**config.mk**
```make
export PLATFORM = sky130hd
export DESIGN_NAME = ivm_mapper
export DESIGN_NICKNAME = d
export VERILOG_FILES = /design/src/rtl/ivm_source.v /design/src/rtl/ivm_mapper.v
export VERILOG_INCLUDE_DIRS = /design/src /design/src/shared
export SDC_FILE = /design/constraint.sdc
export NUM_CORES = 1
export LEC_CHECK = 0
export ABC_AREA = 1
export BUFFER_PORTS_ARGS = -buffer_cell sky130_fd_sc_hd__clkbuf_2
export CAP_MARGIN = 20
export CORE_ASPECT_RATIO = 0.9
export CORE_UTILIZATION = 26
export CTS_BUF_LIST = sky130_fd_sc_hd__clkbuf_4 sky130_fd_sc_hd__clkbuf_8
export DETAILED_ROUTE_END_ITERATION = 7
export PLACE_DENSITY_LB_ADDON = 0.3
export SLEW_MARGIN = 20
export SYNTH_ARGS = -nofsm -noshare
export SYNTH_HDL_FRONTEND = slang
export SYNTH_SLANG_ARGS = --single-unit
```
**constraint.sdc**
```tcl
create_clock -name clk -period 4.18 [get_ports clk]
set_input_delay 1.254 -clock clk [delete_from_list [all_inputs] [get_ports clk]]
set_output_delay 1.254 -clock clk [all_outputs]
set_load 0.005 [all_outputs]
```
**src/shared/ivm_regs.vh**
```
/*
 * Vector numbering and reset values for the interrupt vector mapper.
 * Assumes nothing; definitions only.
 */
`ifndef IVM_REGS_VH
`define IVM_REGS_VH
`define IVM_NUM_VEC        26
`define IVM_VEC_W          5
`define IVM_VEC_RESET      5'h00
`define IVM_VEC_NMI        5'h01
`define IVM_VEC_SUPPLY     5'h02
`define IVM_VEC_PORTA      5'h03
`define IVM_VEC_PORTB      5'h04
`define IVM_VEC_PORTC      5'h05
`define IVM_VEC_RTC        5'h06
`define IVM_VEC_TICK       5'h07
`define IVM_VEC_TA_OVF     5'h08
`define IVM_VEC_TA_HUNF    5'h09
`define IVM_VEC_TA_CMP0    5'h0A
`define IVM_VEC_TA_CMP1    5'h0B
`define IVM_VEC_TA_CMP2    5'h0C
`define IVM_VEC_TB         5'h0D
`define IVM_VEC_TD_OVF     5'h0E
`define IVM_VEC_TD_TRIG    5'h0F
`define IVM_VEC_CMP        5'h10
`define IVM_VEC_ADC_RDY    5'h11
`define IVM_VEC_ADC_WIN    5'h12
`define IVM_VEC_TW_TGT     5'h13
`define IVM_VEC_TW_CTL     5'h14
`define IVM_VEC_SPI        5'h15
`define IVM_VEC_SER_RXC    5'h16
`define IVM_VEC_SER_DRE    5'h17
`define IVM_VEC_SER_TXC    5'h18
`define IVM_VEC_EEPROM     5'h19
`define IVM_RST_FLAG       1'b0
`define IVM_RST_ENABLE     1'b0
`define IVM_RST_NMI        1'b0
`endif

```
**src/rtl/ivm_source.v**
```verilog
/*
 * One interrupt source: sticky pending flag and its enable bit.
 * Assumes set and clear pulses come from logic on clk.
 */
`default_nettype none
`include "ivm_regs.vh"
module ivm_source (
    input  wire clk,
    input  wire rst_n,
    input  wire clk_en,
    input  wire cond_set,
    input  wire flag_clr,
    input  wire en_wr,
    input  wire en_val,
    output reg  source_pending_flag_ff,
    output reg  source_irq_enable_ff,
    output wire req
);
    wire nxt_flag;
    // Set beats clear so an event in the clearing cycle is kept
    assign nxt_flag = cond_set | (source_pending_flag_ff & ~flag_clr);

    always @(posedge clk or negedge rst_n) begin
        if (!rst_n) begin
            source_pending_flag_ff <= `IVM_RST_FLAG;
            source_irq_enable_ff   <= `IVM_RST_ENABLE;
        end else if (clk_en) begin
            source_pending_flag_ff <= nxt_flag;
            if (en_wr) begin
                source_irq_enable_ff <= en_val;
            end
        end
    end

    // Request holds while both bits stay set
    assign req = source_pending_flag_ff & source_irq_enable_ff;
endmodule // ivm_source
`default_nettype wire

```
**src/rtl/ivm_mapper.v**
```verilog
/*
 * Interrupt vector mapper: gathers the peripheral interrupt sources onto
 * 26 vectors and presents the lowest pending one to the CPU.
 * Assumes all inputs are synchronous to clk and come from on-chip logic,
 * so none of them passes a synchroniser.
 */
// Behaviour
// Twenty-six vectors, one peripheral each.
// Peripheral condition sets its source flag.
// Software writes each source enable bit.
// Request while flag and enable set.
// Global enable gates all maskable requests.
// Vector 0 reset, 1 unmaskable scan.
// Vectors 2-5: supply monitor, ports A-C.
// Vectors 6-7: counter and periodic tick.
// Vectors 8-12: timer A sources.
// Vectors 13-15: timer B, timer D.
// Vectors 16-18: comparator and converter.
// Vectors 19-21: two-wire and serial peripheral.
// Vectors 22-25: serial port, eeprom ready.
// Lowest pending vector presented first.
`default_nettype none
`include "ivm_regs.vh"
module ivm_mapper (
    // Clock, reset and freeze
    input  wire        clk,
    input  wire        rst_n,
    input  wire        clk_en,
    // Global gate and the unmaskable scan line
    input  wire        global_irq_enable,
    input  wire        memory_scan_nonmaskable_irq,
    // Per-source set, clear and enable write from the peripherals
    input  wire [30:0] source_cond,
    input  wire [30:0] source_clr,
    input  wire [30:0] enable_wr,
    input  wire [30:0] enable_val,
    // Accepted but unused: a vector is serviced by clearing its flag
    input  wire        vector_ack,
    // Per-source state read back by the peripherals
    output wire [30:0] source_pending_flag,
    output wire [30:0] source_irq_enable,
    // CPU side
    output wire [25:0] vector_req,
    output wire        irq_valid,
    output reg  [4:0]  irq_vector_ff,
    output reg         nmi_ff
);
    // Source index order (31 sources onto vectors 2..25):
    // 0 supply, 1-3 ports A-C, 4 rtc, 5 tick, 6 ta low underflow, 7 ta overflow,
    // 8 ta high underflow, 9-11 ta compare 0-2, 12 tb, 13 td ovf, 14 td trig,
    // 15 comparator, 16 adc ready, 17 adc window, 18 tw target, 19 tw ctrl,
    // 20 spi, 21 rxc, 22 dre, 23 txc, 24 eeprom, 25-30 spare port-pin sources
    // (26 port A, 27 port B, 28 port C second groups; 25,29,30 reserved idle)
    // Sources 25, 29 and 30 keep working flags but feed no vector
    localparam NUM_SRC = 31;

    wire [30:0] src_req;
    wire [25:0] vec_raw;

    genvar i;
    generate
        for (i = 0; i < NUM_SRC; i = i + 1) begin : g_src
            ivm_source u_src (
                .clk                    (clk),
                .rst_n                  (rst_n),
                .clk_en                 (clk_en),
                .cond_set               (source_cond[i]),
                .flag_clr               (source_clr[i]),
                .en_wr                  (enable_wr[i]),
                .en_val                 (enable_val[i]),
                .source_pending_flag_ff (source_pending_flag[i]),
                .source_irq_enable_ff   (source_irq_enable[i]),
                .req                    (src_req[i])
            );
        end
    endgenerate

    // Vector 0 is the reset entry and never a request
    assign vec_raw[`IVM_VEC_RESET]   = 1'b0;
    // Scan fault is a level, not latched: it drops when the scan unit drops it
    assign vec_raw[`IVM_VEC_NMI]     = memory_scan_nonmaskable_irq;

    // Supply monitor
    assign vec_raw[`IVM_VEC_SUPPLY]  = src_req[0];

    // Each port vector takes both of its pin groups
    assign vec_raw[`IVM_VEC_PORTA]   = src_req[1] | src_req[26];
    assign vec_raw[`IVM_VEC_PORTB]   = src_req[2] | src_req[27];
    assign vec_raw[`IVM_VEC_PORTC]   = src_req[3] | src_req[28];

    // Real-time counter: counter match and periodic tick kept apart
    assign vec_raw[`IVM_VEC_RTC]     = src_req[4];
    assign vec_raw[`IVM_VEC_TICK]    = src_req[5];

    // Timer A: low underflow and overflow share one vector
    assign vec_raw[`IVM_VEC_TA_OVF]  = src_req[6] | src_req[7];
    assign vec_raw[`IVM_VEC_TA_HUNF] = src_req[8];

    // Timer A compare channels 0 to 2
    assign vec_raw[`IVM_VEC_TA_CMP0] = src_req[9];
    assign vec_raw[`IVM_VEC_TA_CMP1] = src_req[10];
    assign vec_raw[`IVM_VEC_TA_CMP2] = src_req[11];

    // Timer B, then timer D overflow and trigger
    assign vec_raw[`IVM_VEC_TB]      = src_req[12];
    assign vec_raw[`IVM_VEC_TD_OVF]  = src_req[13];
    assign vec_raw[`IVM_VEC_TD_TRIG] = src_req[14];

    // Analog comparator, then converter result and window
    assign vec_raw[`IVM_VEC_CMP]     = src_req[15];
    assign vec_raw[`IVM_VEC_ADC_RDY] = src_req[16];
    assign vec_raw[`IVM_VEC_ADC_WIN] = src_req[17];

    // Two-wire target and controller, then serial peripheral
    assign vec_raw[`IVM_VEC_TW_TGT]  = src_req[18];
    assign vec_raw[`IVM_VEC_TW_CTL]  = src_req[19];
    assign vec_raw[`IVM_VEC_SPI]     = src_req[20];

    // Serial port receive, data empty and transmit complete
    assign vec_raw[`IVM_VEC_SER_RXC] = src_req[21];
    assign vec_raw[`IVM_VEC_SER_DRE] = src_req[22];
    assign vec_raw[`IVM_VEC_SER_TXC] = src_req[23];

    // Memory controller ready for the next eeprom access
    assign vec_raw[`IVM_VEC_EEPROM]  = src_req[24];

    // Non-maskable vector bypasses the global enable
    assign vector_req = global_irq_enable ? vec_raw
                      : (vec_raw & (26'h0000001 << `IVM_VEC_NMI));

    function [4:0] lowest_set;
        input [25:0] v;
        integer k;
        begin
            lowest_set = 5'h00;
            for (k = 25; k >= 0; k = k - 1) begin
                if (v[k]) begin
                    lowest_set = k[4:0];
                end
            end
        end
    endfunction

    wire [4:0] nxt_vector;
    assign nxt_vector = lowest_set(vector_req);
    assign irq_valid  = |vector_req;

    // Registered vector follows the live winner; others wait in their flags
    always @(posedge clk or negedge rst_n) begin
        if (!rst_n) begin
            irq_vector_ff <= `IVM_VEC_RESET;
        end else if (clk_en) begin
            irq_vector_ff <= nxt_vector;
        end
    end

    // Delayed copy of the unmaskable request, one cycle behind the live line
    always @(posedge clk or negedge rst_n) begin
        if (!rst_n) begin
            nmi_ff <= `IVM_RST_NMI;
        end else if (clk_en) begin
            nmi_ff <= vector_req[`IVM_VEC_NMI];
        end
    end
endmodule // ivm_mapper
`default_nettype wire

```
## After elaboration in Yosys (flattened, before gate mapping)

Index checks and enable logic that the tools add are counted.

| operators by class | value |
|---|---|
| add/subtract/negate cells | 0 |
| equality and inequality tests | 0 |
| bitwise gates (word level) | 125 |
| reductions and logical operators | 32 |
| order comparisons | 0 |
| div/mod/pow operators | 0 |
| mux-type cells | 27 |
| shift operators | 0 |
| $mul | 0 |

Operator list:

| operator | count |
|---|---|
| $mux W5 | 26 |
| $reduce_and A2 Y1 | 31 |
| $and A1 B1 Y1 | 59 |
| $or A1 B1 Y1 | 35 |
| $not A1 Y1 | 31 |
| $mux W26 | 1 |
| $reduce_or A26 Y1 | 1 |

| word-level totals | value |
|---|---|
| memory bits (read-only) | 0 |
| bits in writable memories | 0 |
| bits in registers | 68 |
| latch bits | 0 |
| input port bits | 130 |
| word-level logic and storage cells | 248 |
| memories | 0 |

## Longest topological paths before layout

| logic depth | value |
|---|---|
| word-level depth | 29 |
| depth in mapped cells | 26 |

## Hierarchy

From an unflattened synthesis, not the netlist that was laid out.

| unflattened totals | value |
|---|---|
| cell total of the unflattened synthesis | 511 |
| area, all modules | 3490.8 um2 |

Modules (own cells, without submodules):

| module | cells an instance | times used | area an instance (um2) |
|---|---|---|---|
| ivm_source | 12 | 31 | 88.8 |
| ivm_mapper | 139 | 1 | 737.0 |

## Worst setup path before layout

OpenSTA, ideal clock, no wires.

| timing path | value |
|---|---|
| kind | input -> output |
| from | input port global_irq_enable |
| to | output port irq_valid |
| stages | 8 |
| buffers on the path | 2 |
| slack | 0.724 ns |
| required time | 2.926 ns |
| arrival | 2.202 ns |
| cell sequence | clkbuf_4 > buf_12 > nand3_1 > inv_2 > nor3_1 > inv_1 > nor3_1 > nand2_1 |

| between the ends | value |
|---|---|
| cells in the longest elaborated chain, start to end | 2 |

Ends and longest elaborated chain:

| item | RTL line | source |
|---|---|---|
| start: declaration | ivm_mapper.v:30 | `input wire global_irq_enable,` |
| $mux W26 | ivm_mapper.v:128 | `assign vector_req = global_irq_enable ? vec_raw` |
| net vector_req[2] | ivm_mapper.v:43 | `output wire [25:0] vector_req,` |
| $reduce_or A26 Y1 | ivm_mapper.v:146 | `assign irq_valid = \|vector_req;` |
| end: declaration | ivm_mapper.v:44 | `output wire irq_valid,` |

The timed path passes the listed nets, and every way through them passes these cells.

## Final worst setup path

| timing path | value |
|---|---|
| from | input port global_irq_enable |
| to | output port irq_valid |

| between the ends | value |
|---|---|
| cells in the longest elaborated chain, start to end | 2 |

Ends and longest elaborated chain:

| item | RTL line |
|---|---|
| $mux W26 | ivm_mapper.v:128 |
| $reduce_or A26 Y1 | ivm_mapper.v:146 |

No other way between the ends.

==> results.toml <==
[clock_network]
numClockSinks = 68
cts_made_buffers = 9
cts_setup_buffers = 0
clk_latency_ps = 360
cts_tree = "yes"
cts_buffer_depth = 2
cts_root_buf = "clkbuf_8"
cts_resized = 0
cts.hold.buffers_added = 0
path_clk_slew_ps = 70
htree_levels = 3

[routing]
drt_iter0_drc = 91
routed_wirelength_mm = 10.3
drtPass1Iterations = 4
via_per_inst = 4.30
drc_errors = 0
postRouteAntennaNets = 0
post_drt_wl_per_cell_um = 12.8
vias = 3482

[layout]
area_growth_pct = 27.3
nNetsFinal = 742
drive_gt1_share_pct = 42.3
diodes = 0

[synthesis]
synth-seq-area-share_pct = 44.7
synth_top_cells_by_area = "dfrtp_1 45%, buf_4 13%, nand2_1 7.0%, inv_1 6.1%, a22o_1 5.3%"
synth_top_area_cell = "dfrtp_1"
ys_warn_count = 0
yosysTopAreaCellShare_pct = 44.7
netlist_instances = 455
syn-num-nets = 585
syn_avg_cell_area_um2 = 8.36
netlist_area_mm2 = 0.00380
postSynth.asyncResetShare_pct = 100
synthFlopType = "dfrtp_1"
synth_edf_count = 0
synth_cell_types = 28
yosysMostFrequentCell = "nand2_1"
ys_ff_latch = 68
ys_top_cells_by_count = "71 x nand2_1, 68 x dfrtp_1, 64 x buf_4"

[pwr]
p_sw_uw = 558
clockPowerShare_pct = 31.1
leakagePower_nw = 2.82
p_comb_share_pct = 24.2
vdd_drop_max_mv = 0.163
p_seq_share_pct = 44.6
p_per_area_mw_per_mm2 = 372
sw_frac_of_total_pct = 31.0
p_int_mw = 1.24

[setup_path]
critPathMaxStageDelay_ps = 280
path_cells = "clkbuf_2 -> buf_12 -> nand3_2 -> nand2_1 -> nor3_1 -> and2_1 -> nand2_1 -> clkbuf_2"
cp_max_fo = 15
crit_slowest_cell = "nor3_1"
path_buf_inv = 3
worstSetupPathType = "input pin to output port"
crit_path_start_kind = "input pin"
worstPathRequired_ps = 2930
end_kind = "output port"
arrival_ps = 2570
critical-path-top-delay-family = "simple AND/OR/NAND/NOR gates"

[floorplan]
die-area_mm2 = 0.0151
num_rows = 41
fp.dieH_um = 117
start_util_pct = 26.9
io_pins = 225
die_w_um = 130
core_mm2 = 0.0142

[min_path]
hp-class = "register to register"

[placement]
pre_cts_slack_ps = 309
dp.final_hpwl_mm = 8.09
gp_congestion = 0.758
port_buffers = 222

[timing]
slew_headroom_pct = 42.9
min_period_ps = 3830
finalCritPeriodShare_pct = 91.5
final_max_slew_viol_count = 0
finalSetupViolCount = 0
tightest_slew_ps = 856
rsz0062_at_grt = "false"
finalWorstSetupSlack_ps = 355
finalHoldViolCount = 0
finalClockSkew_ps = 13.5
setup_tns_ps = 0
fmax_mhz = 261

[global_route]
antenna_found_initial = 0
gr-total-overflow = 0
grt_pass1_vias = 3097
grt_first_pass_wirelength_mm = 15.2
grt_max_degree = 69
track_usage_pct = 13.5

[run_status]
outcome = "finished clean"

[run]
drv_cap = 0
==> flip-flops by register name, indices dropped and copies added (netlist names) <==
name	cells
g_src.u_src.source_irq_enable_ff	31
nmi_ff	1
irq_vector_ff	5
g_src.u_src.source_pending_flag_ff	31
==> layout by cell type (no fill, tap or decap), types with 4 or more instances in the layout <==
cell,instances
a21oi_1,33
a22o_1,23
a31oi_1,24
buf_4,4
clkbuf_2,220
clkbuf_8,10
dfrtp_1,68
inv_1,62
inv_2,6
nand2_1,71
nand2_2,4
nand3_1,12
nand3_2,6
nor2_1,26
nor3_1,4
o21ai_0,18
o21ai_1,4
o22ai_1,4
==> power by group through the flow <==
stage | clock, mW | combinational (mW) | sequential [mW]
final | 0.561 | 0.437 | 0.803
after global routing | 0.615 | 0.498 | 0.815
after CTS | 0.599 | 0.448 | 0.805
after detailed placement | 0 | 0.446 | 0.816
after global placement | 0 | 0.439 | 0.816
after floorplan | 0 | 0.316 | 0.797
==> final cells by class <==
cell class | count | area [um2]
Clock buffer | 12 | 153
Clock inverter | 4 | 48.8
Fill cell | 1520 | 9320
Inverter | 68 | 255
Multi-Input combinational cell | 240 | 1290
Sequential cell | 68 | 1700
Tap cell | 193 | 241
Timing Repair Buffer | 225 | 1150
==> per-stage QoR <==
stage               util, %  hold WS, ps  area (um2)  power (mW)  instances
global placement       32.8          473        4640        1.26        794
global route           34.2          530        4840        1.93        810
finish                 34.2          500        4840        1.80        810
floorplan                 -          467        3800        1.11        455
detailed placement     32.8          481        4640        1.26        794
CTS                    34.2          500        4840        1.85        810
==> path summary, 6_finish.rpt <==
kind / start / end / slack, ps / cells past startpoint
max in group asynchronous: rst_n / g_src[8].u_src.source_pending_flag_ff / 2610 / 1
worst max register to register: g_src[24].u_src.source_pending_flag_ff / irq_vector_ff[0] / 2220 / 26
worst max-delay path: global_irq_enable / irq_valid / 350 / 8
worst min-delay path: irq_vector_ff[3] / irq_vector_ff[3] / 500 / 1
worst min register to register: irq_vector_ff[3] / irq_vector_ff[3] / 500 / 1
min in group asynchronous: rst_n / g_src[17].u_src.source_pending_flag_ff / 1020 / 1
==> metal layers <==
metal  wire length (um)  up-vias  track usage [%]
met5                  0        -                0
met4                142        0             4.88
met3                682       11             4.49
met2               4810      134             21.9
met1               4710     1593             16.9
li1                   -     1744                -
==> kinds of logic (layout without fill, tap and decap cells) <==
logic type | count (synthesis) | count (layout) | synth area share (%)
simple gates | 129 | 129 | 15.9
compound gates | 110 | 110 | 17.9
flops | 68 | 68 | 44.7
buf+inv | 147 | 309 | 21.3
other cells | 1 | 1 | 0.0986
No activity file was read; power rests on OpenSTA's default activity.
